File: src/design/pmp_pkg.sv
/*
 * Shared types and constants of the parallel media-independent port:
 * interface modes, control layout, register offsets, timing counts.
 * Assumes a single 10 MHz system clock that oversamples the link clocks.
 */
package pmp_pkg;

   // ----------------------------------------------------------------
   // Modes and carriers
   // ----------------------------------------------------------------
   typedef enum logic [2:0]
   {
      PMP_MII       = 3'h0,
      PMP_GMII      = 3'h1,
      PMP_RGMII10   = 3'h2,
      PMP_RGMII100  = 3'h3,
      PMP_RGMII1000 = 3'h4,
      PMP_TBI       = 3'h5,
      PMP_REDUCED_TEN_BIT_MODE      = 3'h6
   } pmp_mode_t;

   typedef struct packed
   {
      logic      half_duplex;
      logic      collision_test;
      logic      datapath_loopback;
      logic      tx_clock_output_enable;
      logic      tbi_two_clock_select;
      logic      terminal_role_select;
      pmp_mode_t mode;
   } pmp_ctrl_t;

   typedef struct packed
   {
      logic [9:0] code;
      logic       dv;
      logic       er;
   } pmp_rx_word_t;

   typedef struct packed
   {
      logic [9:0] code;
      logic       en;
      logic       er;
   } pmp_tx_word_t;

   // ----------------------------------------------------------------
   // Register map
   // ----------------------------------------------------------------
   localparam logic [3:0]  PMP_ADDR_CTRL  = 4'h0;
   localparam logic [3:0]  PMP_ADDR_STAT  = 4'h4;
   localparam logic [3:0]  PMP_ADDR_GPIO  = 4'h8;
   localparam logic [3:0]  PMP_ADDR_PINS  = 4'hC;
   localparam logic [8:0]  PMP_CTRL_RST   = 9'h019;
   localparam int          PMP_GPIO_OE_LSB = 8;
   localparam logic [5:0]  PMP_GPIO_RST   = 6'h00;
   localparam logic [6:0]  PMP_COMMA_POS  = 7'h7C;
   localparam logic [6:0]  PMP_COMMA_NEG  = 7'h03;

   // ----------------------------------------------------------------
   // Timing
   // ----------------------------------------------------------------
   localparam int PMP_CLK_PERIOD_NS  = 100;
   localparam int PMP_LINK_PERIOD_NS = 800;
   localparam int PMP_LINK_HALF_CYC  = (PMP_LINK_PERIOD_NS / (2 * PMP_CLK_PERIOD_NS) < 1) ? 1 :
                                       PMP_LINK_PERIOD_NS / (2 * PMP_CLK_PERIOD_NS);

   // ----------------------------------------------------------------
   // Decoders
   // ----------------------------------------------------------------
   function automatic logic pmp_is_rgmii(input pmp_mode_t m);
      pmp_is_rgmii = (m == PMP_RGMII10) || (m == PMP_RGMII100) || (m == PMP_RGMII1000);
   endfunction : pmp_is_rgmii

   function automatic logic pmp_is_ten_bit(input pmp_mode_t m);
      pmp_is_ten_bit = (m == PMP_TBI) || (m == PMP_REDUCED_TEN_BIT_MODE);
   endfunction : pmp_is_ten_bit

   // Four-bit receive bus; upper transmit lines free as shared pins
   function automatic logic pmp_is_narrow(input pmp_mode_t m);
      pmp_is_narrow = (m == PMP_MII) || pmp_is_rgmii(m) || (m == PMP_REDUCED_TEN_BIT_MODE);
   endfunction : pmp_is_narrow

   function automatic logic pmp_comma_hit(input logic [9:0] c);
      pmp_comma_hit = (c[6:0] == PMP_COMMA_POS) || (c[6:0] == PMP_COMMA_NEG);
   endfunction : pmp_comma_hit

endpackage : pmp_pkg

File: src/design/pmp_port.sv
// Behaviour
// - GMII launches eight receive bits, valid and error on receive clock rise.
// - MII and slow RGMII launch a low nibble on rise; upper lines float.
// - RGMII-1000 sends low nibble on rise, high nibble on fall; upper lines float.
// - Terminal role takes link clocks in; communication role drives them out.
// - Normal ten-bit mode puts bits 7..0, 8 and 9 on data, valid, error.
// - Two-clock ten-bit mode times odd groups on primary, even on secondary.
// - One-clock ten-bit mode launches whole groups on single clock rise.
// - Reduced ten-bit sends bits 3..0,4 on rise and 8..5,9 on fall.
// - All RGMII modes carry receive control on valid pin at both edges.
// - Error pin floats in RGMII and reduced; collision floats in ten-bit modes.
// - Collision is asynchronous, forced low in loopback unless collision test.
// - Carrier sense is asynchronous, high when transmit or receive path active.
// - Ten-bit modes reuse carrier sense as comma flag updated on rise, and also on fall in two-clock mode.
// - Transmit clock pin outputs a clock when its output enable is set outside MII; MII drives it in communication role only, regardless of enable.
// - Two-clock ten-bit mode turns transmit clock pin into secondary receive clock.
// - GMII captures eight data bits, enable and error on GTX clock rise.
// - MII and slow RGMII capture low nibble on transmit or GTX clock rise.
// - RGMII-1000 captures low nibble on rise and high nibble on fall.
// - Ten-bit mode captures bits 7..0, 8 from enable, 9 from error.
// - Reduced ten-bit captures 3..0,4 on rise and 8..5,9 on fall.
// - RGMII samples control on both edges and ignores transmit error pin.
// - Upper transmit lines double as shared pins; shared pins float after reset.
/*
 * Parallel port of an Ethernet interface converter: receive launch, transmit
 * capture, carrier and collision pins, link clock outputs and shared pins.
 * Assumes link clocks slow enough to be oversampled by I_CLK, a register
 * master on I_CLK, and a receive word source that reloads on O_RX_TAKE.
 */
module pmp_port
   import pmp_pkg::*;
#(
   parameter int DIV_HALF = PMP_LINK_HALF_CYC
)
(
   // Clock and reset
   input  wire logic         I_CLK,
   input  wire logic         I_RESET,
   // Register port
   input  wire logic [3:0]   I_ADDR,
   input  wire logic [31:0]  I_WDATA,
   input  wire logic         I_WR,
   input  wire logic         I_RD,
   output logic      [31:0]  O_RDATA,
   // Receive word source and path activity
   input  wire pmp_rx_word_t I_RX_WORD,
   input  wire logic         I_RX_ACTIVE,
   output logic              O_RX_TAKE,
   // Captured transmit words
   output pmp_tx_word_t      O_TX_WORD,
   output logic              O_TX_VALID,
   // Receive pins
   input  wire logic         I_RXCLK,
   output logic              O_RXCLK,
   output logic              O_RXCLK_OE,
   output logic      [7:0]   O_RXD,
   output logic      [7:0]   O_RXD_OE,
   output logic              O_RX_DV,
   output logic              O_RX_DV_OE,
   output logic              O_RX_ER,
   output logic              O_RX_ER_OE,
   output logic              O_COL,
   output logic              O_COL_OE,
   output logic              O_CRS,
   output logic              O_CRS_OE,
   // Transmit pins
   input  wire logic         I_TXCLK,
   output logic              O_TXCLK,
   output logic              O_TXCLK_OE,
   input  wire logic         I_GTXCLK,
   input  wire logic [7:0]   I_TXD,
   input  wire logic         I_TX_EN,
   input  wire logic         I_TX_ER,
   // Shared pins 2..7, outputs for 4..7 share the upper transmit lines
   input  wire logic [1:0]   I_SHARED_IO_23,
   output logic      [5:0]   O_SHARED_IO,
   output logic      [5:0]   O_SHARED_IO_OE
);

   // ----------------------------------------------------------------
   // Registers and synchronisers
   // ----------------------------------------------------------------
   pmp_ctrl_t    ctrl_r;
   logic [5:0]   gpio_out_r;
   logic [5:0]   gpio_oe_r;
   logic [31:0]  rdata_r;
   logic         out_en_r;
   logic [14:0]  sync1_r;
   logic [14:0]  sync2_r;
   logic [15:0]  div_cnt_r;
   logic         div_clk_r;
   logic         rx_prev_r;
   logic         tx_prev_r;
   pmp_rx_word_t hold_r;
   logic [7:0]   rxd_r;
   logic         rx_dv_r;
   logic         rx_er_r;
   logic         comma_r;
   pmp_tx_word_t tx_r;
   logic         tx_valid_r;
   logic         rx_lvl;
   logic         tx_lvl;
   logic         rx_rise;
   logic         rx_fall;
   logic         tx_rise;
   logic         tx_fall;
   logic         rxclk_s;
   logic         txclk_s;
   logic         gtxclk_s;
   logic [7:0]   txd_s;
   logic         tx_en_s;
   logic         tx_er_s;
   logic [1:0]   io23_s;
   logic         mii_family;
   logic         tx_active;
   pmp_mode_t    mode;

   assign mode       = ctrl_r.mode;
   assign mii_family = !pmp_is_ten_bit(mode);
   assign tx_active  = tx_r.en;

   // Pins from outside the clock domain pass two flops
   always_ff @(posedge I_CLK)
   begin
      sync1_r <= {I_SHARED_IO_23, I_TX_ER, I_TX_EN, I_TXD, I_GTXCLK, I_TXCLK, I_RXCLK};
      sync2_r <= sync1_r;
   end
   assign rxclk_s  = sync2_r[0];
   assign txclk_s  = sync2_r[1];
   assign gtxclk_s = sync2_r[2];
   assign txd_s    = sync2_r[10:3];
   assign tx_en_s  = sync2_r[11];
   assign tx_er_s  = sync2_r[12];
   assign io23_s   = sync2_r[14:13];

   // ----------------------------------------------------------------
   // Register port
   // ----------------------------------------------------------------
   always_ff @(posedge I_CLK)
   begin
      if (I_RESET)
      begin
         ctrl_r     <= pmp_ctrl_t'(PMP_CTRL_RST);
         gpio_out_r <= PMP_GPIO_RST;
         gpio_oe_r  <= PMP_GPIO_RST;
      end
      else if (I_WR && I_ADDR == PMP_ADDR_CTRL)
         ctrl_r <= pmp_ctrl_t'(I_WDATA[8:0]);
      else if (I_WR && I_ADDR == PMP_ADDR_GPIO)
      begin
         gpio_out_r <= I_WDATA[5:0];
         gpio_oe_r  <= I_WDATA[PMP_GPIO_OE_LSB +: 6];
      end
   end

   // Read data stand only in the cycle after the strobe
   always_ff @(posedge I_CLK)
   begin
      if (I_RESET || !I_RD)
         rdata_r <= 32'h0000_0000;
      else
         case (I_ADDR)
            PMP_ADDR_CTRL: rdata_r <= {23'h00_0000, ctrl_r};
            PMP_ADDR_STAT: rdata_r <= {17'h0_0000, comma_r, I_RX_ACTIVE, tx_active, tx_r};
            PMP_ADDR_GPIO: rdata_r <= {18'h0_0000, gpio_oe_r, 2'h0, gpio_out_r};
            PMP_ADDR_PINS: rdata_r <= {24'h00_0000, txd_s[7:4], tx_er_s, tx_en_s, io23_s};
            default:       rdata_r <= 32'h0000_0000;
         endcase
   end
   assign O_RDATA = rdata_r;

   // Pins stay undriven until reset has been released
   always_ff @(posedge I_CLK)
   begin
      if (I_RESET)
         out_en_r <= 1'b0;
      else
         out_en_r <= 1'b1;
   end

   // ----------------------------------------------------------------
   // Link clocks
   // ----------------------------------------------------------------
   always_ff @(posedge I_CLK)
   begin
      if (I_RESET)
      begin
         div_cnt_r <= 16'h0000;
         div_clk_r <= 1'b0;
      end
      else if (div_cnt_r == 16'(DIV_HALF - 1))
      begin
         div_cnt_r <= 16'h0000;
         div_clk_r <= ~div_clk_r;
      end
      else
         div_cnt_r <= div_cnt_r + 16'h0001;
   end

   assign rx_lvl = ctrl_r.terminal_role_select ? rxclk_s : div_clk_r;
   assign tx_lvl = (mode != PMP_MII) ? gtxclk_s :
                   (ctrl_r.terminal_role_select ? txclk_s : div_clk_r);

   always_ff @(posedge I_CLK)
   begin
      if (I_RESET)
      begin
         rx_prev_r <= 1'b0;
         tx_prev_r <= 1'b0;
      end
      else
      begin
         rx_prev_r <= rx_lvl;
         tx_prev_r <= tx_lvl;
      end
   end
   assign rx_rise = rx_lvl & ~rx_prev_r & out_en_r;
   assign rx_fall = ~rx_lvl & rx_prev_r & out_en_r;
   assign tx_rise = tx_lvl & ~tx_prev_r & out_en_r;
   assign tx_fall = ~tx_lvl & tx_prev_r & out_en_r;

   // clock driven out only in communication role
   assign O_RXCLK    = div_clk_r;
   assign O_RXCLK_OE = out_en_r & ~ctrl_r.terminal_role_select;

   // Secondary clock is the inverse of the primary, so even groups land on its rise
   always_comb
   begin
      O_TXCLK    = div_clk_r;
      O_TXCLK_OE = 1'b0;
      if (mode == PMP_MII)
         O_TXCLK_OE = out_en_r & ~ctrl_r.terminal_role_select;
      else if (mode == PMP_TBI && ctrl_r.tbi_two_clock_select)
      begin
         O_TXCLK    = ~rx_lvl;
         O_TXCLK_OE = out_en_r;
      end
      else
         O_TXCLK_OE = out_en_r & ctrl_r.tx_clock_output_enable;
   end

   // ----------------------------------------------------------------
   // Receive launch
   // ----------------------------------------------------------------
   // two-clock mode also takes a word on the secondary rise
   assign O_RX_TAKE = rx_rise |
                      (rx_fall & (mode == PMP_TBI) & ctrl_r.tbi_two_clock_select);

   always_ff @(posedge I_CLK)
   begin
      if (I_RESET)
      begin
         hold_r  <= '0;
         rxd_r   <= 8'h00;
         rx_dv_r <= 1'b0;
         rx_er_r <= 1'b0;
         comma_r <= 1'b0;
      end
      else if (rx_rise)
      begin
         hold_r <= I_RX_WORD;
         case (mode)
            PMP_GMII, PMP_MII:
            begin
               rxd_r   <= (mode == PMP_GMII) ? I_RX_WORD.code[7:0]
                                             : {4'h0, I_RX_WORD.code[3:0]};
               rx_dv_r <= I_RX_WORD.dv;
               rx_er_r <= I_RX_WORD.er;
            end
            // low nibble and control on rise
            PMP_RGMII10, PMP_RGMII100, PMP_RGMII1000:
            begin
               rxd_r   <= {4'h0, I_RX_WORD.code[3:0]};
               rx_dv_r <= I_RX_WORD.dv;
            end
            // whole group split over data, valid, error
            // one-clock mode launches on this rise only
            PMP_TBI:
            begin
               rxd_r   <= I_RX_WORD.code[7:0];
               rx_dv_r <= I_RX_WORD.code[8];
               rx_er_r <= I_RX_WORD.code[9];
               comma_r <= pmp_comma_hit(I_RX_WORD.code);
            end
            PMP_REDUCED_TEN_BIT_MODE:
            begin
               rxd_r   <= {4'h0, I_RX_WORD.code[3:0]};
               rx_dv_r <= I_RX_WORD.code[4];
               comma_r <= pmp_comma_hit(I_RX_WORD.code);
            end
            default:
               rxd_r <= rxd_r;
         endcase
      end
      else if (rx_fall)
      begin
         case (mode)
            // control on falling edge is valid xor error
            PMP_RGMII10, PMP_RGMII100:
               rx_dv_r <= hold_r.dv ^ hold_r.er;
            PMP_RGMII1000:
            begin
               rxd_r   <= {4'h0, hold_r.code[7:4]};
               rx_dv_r <= hold_r.dv ^ hold_r.er;
            end
            // even group on secondary clock rise
            PMP_TBI:
               if (ctrl_r.tbi_two_clock_select)
               begin
                  rxd_r   <= I_RX_WORD.code[7:0];
                  rx_dv_r <= I_RX_WORD.code[8];
                  rx_er_r <= I_RX_WORD.code[9];
                  comma_r <= pmp_comma_hit(I_RX_WORD.code);
               end
            PMP_REDUCED_TEN_BIT_MODE:
            begin
               rxd_r   <= {4'h0, hold_r.code[8:5]};
               rx_dv_r <= hold_r.code[9];
            end
            default:
               rxd_r <= rxd_r;
         endcase
      end
   end

   assign O_RXD   = rxd_r;
   assign O_RX_DV = rx_dv_r;
   assign O_RX_ER = rx_er_r;

   // upper lines float in narrow modes
   assign O_RXD_OE   = {{4{out_en_r & ~pmp_is_narrow(mode)}}, {4{out_en_r}}};
   assign O_RX_DV_OE = out_en_r;
   assign O_RX_ER_OE = out_en_r & ~pmp_is_rgmii(mode) & (mode != PMP_REDUCED_TEN_BIT_MODE);
   assign O_COL_OE   = out_en_r & mii_family;
   assign O_CRS_OE   = out_en_r;

   assign O_COL = ctrl_r.datapath_loopback ? (ctrl_r.collision_test & tx_active)
                                           : (ctrl_r.half_duplex & tx_active & I_RX_ACTIVE);
   // carrier; comma flag in ten-bit modes
   assign O_CRS = mii_family ? (tx_active | I_RX_ACTIVE) : comma_r;

   // ----------------------------------------------------------------
   // Transmit capture
   // ----------------------------------------------------------------
   always_ff @(posedge I_CLK)
   begin
      if (I_RESET)
      begin
         tx_r       <= '0;
         tx_valid_r <= 1'b0;
      end
      else
      begin
         tx_valid_r <= 1'b0;
         if (tx_rise)
            case (mode)
               PMP_GMII:
               begin
                  tx_r       <= '{code: {2'h0, txd_s}, en: tx_en_s, er: tx_er_s};
                  tx_valid_r <= 1'b1;
               end
               PMP_MII:
               begin
                  tx_r       <= '{code: {6'h00, txd_s[3:0]}, en: tx_en_s, er: tx_er_s};
                  tx_valid_r <= 1'b1;
               end
               // control on rise, error pin ignored
               PMP_RGMII10, PMP_RGMII100, PMP_RGMII1000:
               begin
                  tx_r.code <= {6'h00, txd_s[3:0]};
                  tx_r.en   <= tx_en_s;
               end
               PMP_TBI:
               begin
                  tx_r       <= '{code: {tx_er_s, tx_en_s, txd_s}, en: 1'b0, er: 1'b0};
                  tx_valid_r <= 1'b1;
               end
               PMP_REDUCED_TEN_BIT_MODE:
                  tx_r.code[4:0] <= {tx_en_s, txd_s[3:0]};
               default:
                  tx_r <= tx_r;
            endcase
         else if (tx_fall)
            case (mode)
               // falling control is enable xor error
               PMP_RGMII10, PMP_RGMII100:
               begin
                  tx_r.er    <= tx_en_s ^ tx_r.en;
                  tx_valid_r <= 1'b1;
               end
               PMP_RGMII1000:
               begin
                  tx_r.code[7:4] <= txd_s[3:0];
                  tx_r.er        <= tx_en_s ^ tx_r.en;
                  tx_valid_r     <= 1'b1;
               end
               PMP_REDUCED_TEN_BIT_MODE:
               begin
                  tx_r.code[9:5] <= {tx_en_s, txd_s[3:0]};
                  tx_valid_r     <= 1'b1;
               end
               default:
                  tx_r <= tx_r;
            endcase
      end
   end

   assign O_TX_WORD  = tx_r;
   assign O_TX_VALID = tx_valid_r;

   // ----------------------------------------------------------------
   // Shared pins
   // ----------------------------------------------------------------
   // upper lines usable only in narrow modes, floating after reset
   assign O_SHARED_IO    = gpio_out_r;
   assign O_SHARED_IO_OE = {gpio_oe_r[5:2] & {4{pmp_is_narrow(mode)}}, gpio_oe_r[1:0]};
endmodule : pmp_port

File: config.mk
export PLATFORM = sky130hd
export DESIGN_NAME = pmp_port
export DESIGN_NICKNAME = d
export VERILOG_FILES = /design/src/design/pmp_pkg.sv /design/src/design/pmp_port.sv
export SDC_FILE = /design/constraint.sdc
export NUM_CORES = 1
export LEC_CHECK = 0
export BUFFER_PORTS_ARGS = -buffer_cell sky130_fd_sc_hd__buf_4
export CORE_ASPECT_RATIO = 1.75
export CORE_UTILIZATION = 35
export DETAILED_ROUTE_END_ITERATION = 8
export PLACE_DENSITY = 0.66
export SLEW_MARGIN = 0
export SYNTH_ARGS = -nofsm -noshare
export SYNTH_HDL_FRONTEND = slang
export SYNTH_SLANG_ARGS = --single-unit
File: constraint.sdc
create_clock -name I_CLK -period 4.1 [get_ports I_CLK]
set_input_delay 0.82 -clock I_CLK [delete_from_list [all_inputs] [get_ports I_CLK]]
set_output_delay 0.82 -clock I_CLK [all_outputs]
set_load 0.01 [all_outputs]
; ---- Yosys cells after proc, flatten, opt, wreduce, memory -nomap -nowiden
; Index checks and enable logic that the tools add are counted.
[word_totals]
word_cells = 179
output_inout_bits = 86
inputBits = 68
ff_bits = 139
[classes]
n_reduce_logical = 48
mux = 46
add_sub_neg = 1
n_eq_ne = 20
bitwise_logic = 33
[op_table]
columns = cell, n
row1 = 15-bit one-hot mux with 4 select lines, 1
row2 = 8-bit one-hot mux with 3 select lines, 2
row3 = 8-bit two-way mux, 4
row4 = 5-bit one-hot mux with 3 select lines, 2
row5 = 1-bit two-way mux, 28
row6 = 12-bit two-way mux, 2
row7 = 1-bit bitwise AND, 19
row8 = 2-bit nonzero test, 9
row9 = 16-bit by 1-bit adder with 16-bit output (second input constant), 1
row10 = 16-bit by 2-bit equality test with 1-bit output (second input constant), 1
row11 = 4-bit AND reduction, 4
row12 = 3-bit AND reduction, 4
row13 = 3-bit equality test (second input constant), 3
row14 = 1-bit NOT, 9
row15 = 3-bit nonzero test, 3
row16 = 4-bit equality test (second input constant), 2
row17 = 4-bit by 2-bit inequality test with 1-bit output (second input constant), 2
row18 = 4-bit by 3-bit inequality test with 1-bit output (second input constant), 2
row19 = 4-bit nonzero test, 2
row20 = 2-bit OR reduction, 4
row21 = 4-bit OR reduction, 2
row22 = 7-bit by 2-bit equality test with 1-bit output (second input constant), 1
row23 = 7-bit equality test (second input constant), 1
row24 = 1-bit logical OR, 7
row25 = other kinds (20), 33

; ---- Depth between registers and ports, before layout
[depth]
ltp_word = 7
depth_mapped = 7
mapped_depth_nobuf = 5

; ---- Least setup slack after synthesis
; Ideal clock, no wire load.
[synth_path]
path_kind = register to output
start = reg ctrl_r (netlist bit mode[0])
end = out O_CRS
path_slack_ns = 1.920
stages_incl_launch_ff = 7
n_path_buf = 2
arrival_ns = 1.360
cell_sequence = dfxtp_1 buf_4 nor2b_1 buf_4 o21ai_0 nor2_1 a21oi_1
[synth_between]
elab_chain_len = 3
elab_cells_between_ends = 4
cone_classes = 2 x eq/ne / 1 x mux / 1 x reduce/logical
[synth_rtl]
columns = item, line
row1 = start: declaration, pmp_port.sv:83  ; pmp_ctrl_t ctrl_r;
row2 = start signal: assignment, pmp_port.sv:143  ; ctrl_r <= pmp_ctrl_t'(PMP_CTRL_RST);
row3 = start signal: assignment, pmp_port.sv:148  ; ctrl_r <= pmp_ctrl_t'(I_WDATA[8:0]);
row4 = 3-bit equality test, pmp_pkg.sv:76  ; pmp_is_ten_bit = (m == PMP_TBI) || (m == PMP_REDUCED_TEN_BIT_MODE);
row5 = 1-bit logical OR *, pmp_pkg.sv:76
row6 = 1-bit two-way mux *, pmp_port.sv:340  ; assign O_CRS = mii_family ? (tx_active | I_RX_ACTIVE) : comma_r;
row7 = end: declaration, pmp_port.sv:64  ; output logic O_CRS,
; Mark *: on every way between the ends. The rest lies on a longest branch, timed or not.

; ---- Final worst setup path
[layout_path]
start = reg ctrl_r (netlist bit mode[0])
end = out O_TXCLK
[layout_between]
elab_chain_len = 4
elab_cells_between_ends = 5
cone_classes = 1 x eq/ne / 2 x mux / 2 x reduce/logical
[layout_rtl]
columns = item, line
row1 = 3-bit equality test, pmp_port.sv:233  ; else if (mode == PMP_TBI && ctrl_r.tbi_two_clock_select)
row2 = 1-bit logical AND, pmp_port.sv:233
row3 = 1-bit two-way mux, pmp_port.sv:233
row4 = 1-bit two-way mux *, pmp_port.sv:231  ; if (mode == PMP_MII)
row5 = end: declaration, pmp_port.sv:68  ; output logic O_TXCLK,
; Marks and branches as above.

==> results.yml <==
status:
  status: "complete, no violations"
flow_run:
  drv_cap: 0
synthesis:
  ys_ff_latch: 118
  yosys.area.top_type: "dfxtp_1"
  synthFlopType: "dfxtp_1"
  yosysTopAreaCellShare: 0.455
  avgSynthCellArea_um2: 8.90
  synth-edff-count: 0
  yosys_warnings: 0
  yosys.cell_types.count: 66
  ys_seq_area_frac: 0.455
  synth_area_leaders: "dfxtp_1 (46%), nand2_1 (7.3%), a21oi_1 (5.3%)"
  synth_area_mm2: 0.00519
  async_flop_share: 0
  syn_inst: 583
detailed_routing:
  drt_pass1_iterations: 5
  vias_per_cell: 5.21
  drtIter0Drc: 295
  antenna_left: 0
  finalWirelength_um: 14300
  drc: 0
  vias: 4542
  wl_per_cell_um: 16.4
floorplanning:
  num_io_pins: 154
  die_area_mm2: 0.0153
  die_h_um: 163
  start_util: 0.359
  row_count: 58
  fp.dieW_um: 94.0
  fp.coreArea_mm2: 0.0144
clocking:
  cts.sinks: 118
  clk_pin_slew_worst_paths_ps: 50
  root_buffer: "clkbuf_16"
  cts_tree: "yes"
  clk_path_buf_depth: 2
  cts.repair.resized: 0
  ctsHtreeMaxLevel: 4
  clk_latency_ps: 410
  hold_buffers: 0
  post-cts-setup-buffer-count: 0
  cts_buffers: 17
timing:
  rsz0062_at_grt: "no"
  period_minus_slack_ps: 3250
  finalCritPeriodShare: 0.792
  max_freq_ghz: 0.308
  skew_ps: 8.07
  worst_pin_slew_ps: 1130
  hold_viol_final: 0
  hold-worst-slack_ps: 325
  relSlewSlack: 0.244
  fin_setup_tns_ps: 0
  setup_viol_count_final: 0
  final-max-slew-violation-count: 0
pwr:
  p_sw_frac: 0.257
  ir_worst_vdd_mv: 0.342
  power_density_mw_per_mm2: 442
  clkPwrFrac: 0.490
  internal_power_mw: 2.15
  p_seq_frac: 0.424
  p_comb_frac: 0.086
  total_power_mw: 2.89
  p_sw_mw: 0.742
  leakagePower_nw: 2.69
setup_path:
  worst_ep_required_time_ps: 3280
  critical_path.max_fanout: 22
  critPathLaunch: "mode[0]$_SDFFE_PP1P_"
  cp-end-kind: "output port"
  arrival_ps: 2430
  start_kind: "register"
  r2r-start: "mode[2]$_SDFFE_PP0P_"
  path_class: "register to output port"
finish:
  multi_input_comb_area_mm2: 0.00244
  drive_above_1_share: 0.262
  nFillCells: 1380
  diodes: 0
  regArea_mm2: 0.00236
  nets: 747
  area_growth_pct: 25.9
grt:
  grt_max_degree: 52
  grt_pass1_vias: 4356
  antenna_found_initial: 0
  grt_pass1_wl_um: 22100
  grt_util_all_layers: 0.190
  gr-total-overflow: 0
min_path:
  hold_class: "register to register"
  hp-start: "sync1_r[4]$_DFF_P_"
place:
  gp_congestion: 0.893
  detailedPlacementHpwl_um: 10500
  port_buffers: 118
metrics by stage:
stage               setup slack, ps   util  cells  cell area, um2
global placement               1300  0.413    839            5960
finish                          854  0.452    871            6530
CTS                             830  0.452    871            6530
global route                    722  0.452    871            6530
detailed placement             1280  0.413    839            5960
floorplan                      1920      -    599            5250
worst paths after layout:
path	slack, ps	cells after the start	to
worst max-delay path	850	6	O_TXCLK
worst min-delay path	320	0	sync2_r[4]$_DFF_P_
worst max register to register	1860	4	O_TX_WORD[9]$_SDFFE_PP0P_
worst min register to register	320	0	sync2_r[4]$_DFF_P_
routing by layer:
metal	wire (um)	up-vias	GRT usage
li1	-	2170	-
met2	7650	198	0.338
met1	5230	2134	0.201
met5	0	-	0
met3	765	40	0.0410
met4	676	0	0.114
cells in the final DEF (no fill, tap or decap), drive strengths merged, types with 9 or more instances in the layout:
master,Yosys,routed
buf,41,123
dfxtp,118,118
nand2,101,101
a21oi,57,57
nor2,41,41
nand3,18,18
a22oi,18,18
conb,1,17
clkbuf,22,17
mux2i,15,15
xor2,14,14
o21ai,13,13
and3,12,12
and2,11,11
nor3,11,11
inv,4,10
nor2b,9,9
synthesized netlist by cell type (4+ instances only):
cell        n
or2_1       4
nor2_1     38
clkbuf_1   18
a21oi_1    55
o21ai_0    13
clkbuf_8    4
a31oi_1     4
nand2b_1    4
and3_1     12
nand2_1   101
inv_1       4
a221oi_1    4
nor3_1      9
o211ai_1    6
and2_1     10
xor2_1     14
buf_6       4
a22oi_1    18
nand3_1    18
nor2b_1     9
buf_4      33
nand4_1     7
mux2i_1    12
dfxtp_1   118
worst max-delay path: stages, from the launching register on:
cell and delay, ps:
dfxtp_1 300, buf_4 250, nor2b_1 570, and2_2 310
nand2_1 110, o21ai_0 290, buf_4 190
sequential cells by signal, indices dropped and copies added, names as in the netlist:
| name | flops |
|---|---|
| gpio_oe_r | 6 |
| O_RXCLK | 1 |
| mode | 3 |
| O_RXD | 8 |
| sync1_r | 15 |
| tx_active | 1 |
| O_CRS_OE | 1 |
| sync2_r | 15 |
| rx_prev_r | 1 |
| hold_r | 8 |
| O_TX_VALID | 1 |
| ctrl_r | 6 |
| O_RX_DV | 1 |
| O_SHARED_IO | 6 |
| O_RDATA | 15 |
| O_RX_ER | 1 |
| comma_r | 1 |
| O_TX_WORD | 11 |
| tx_prev_r | 1 |
| div_cnt_r | 16 |
final cells by class:
class | count | share of cell area
clock buffers | 17 | 0.0651
clock inverters | 15 | 0.0220
inverters | 4 | 0.00230
multi-input cells | 414 | 0.373
flip-flops and latches | 118 | 0.362
well taps | 180 | 0.0345
repair buffers | 123 | 0.141
logic make-up after synthesis:
family,share of synthesized area
flip-flops,0.455
multiplexers,0.0446
XOR/XNOR,0.0287
other,0.000723
buffers and inverters,0.0866
AND/OR/NAND/NOR,0.217
AO/OA/AOI/OAI,0.165
adder cells (fa/ha/maj),0.00241
power by group through the flow:
stage,logic (mW),registers (mW),clock network [mW]
3_5_place_dp,0.247,1.25,0
4_1_cts,0.248,1.23,1.43
3_3_place_gp,0.243,1.25,0
6_report,0.247,1.23,1.41
5_1_grt,0.270,1.23,1.49
2_1_floorplan,0.158,1.24,0
No activity file was read; power rests on OpenSTA's default activity.
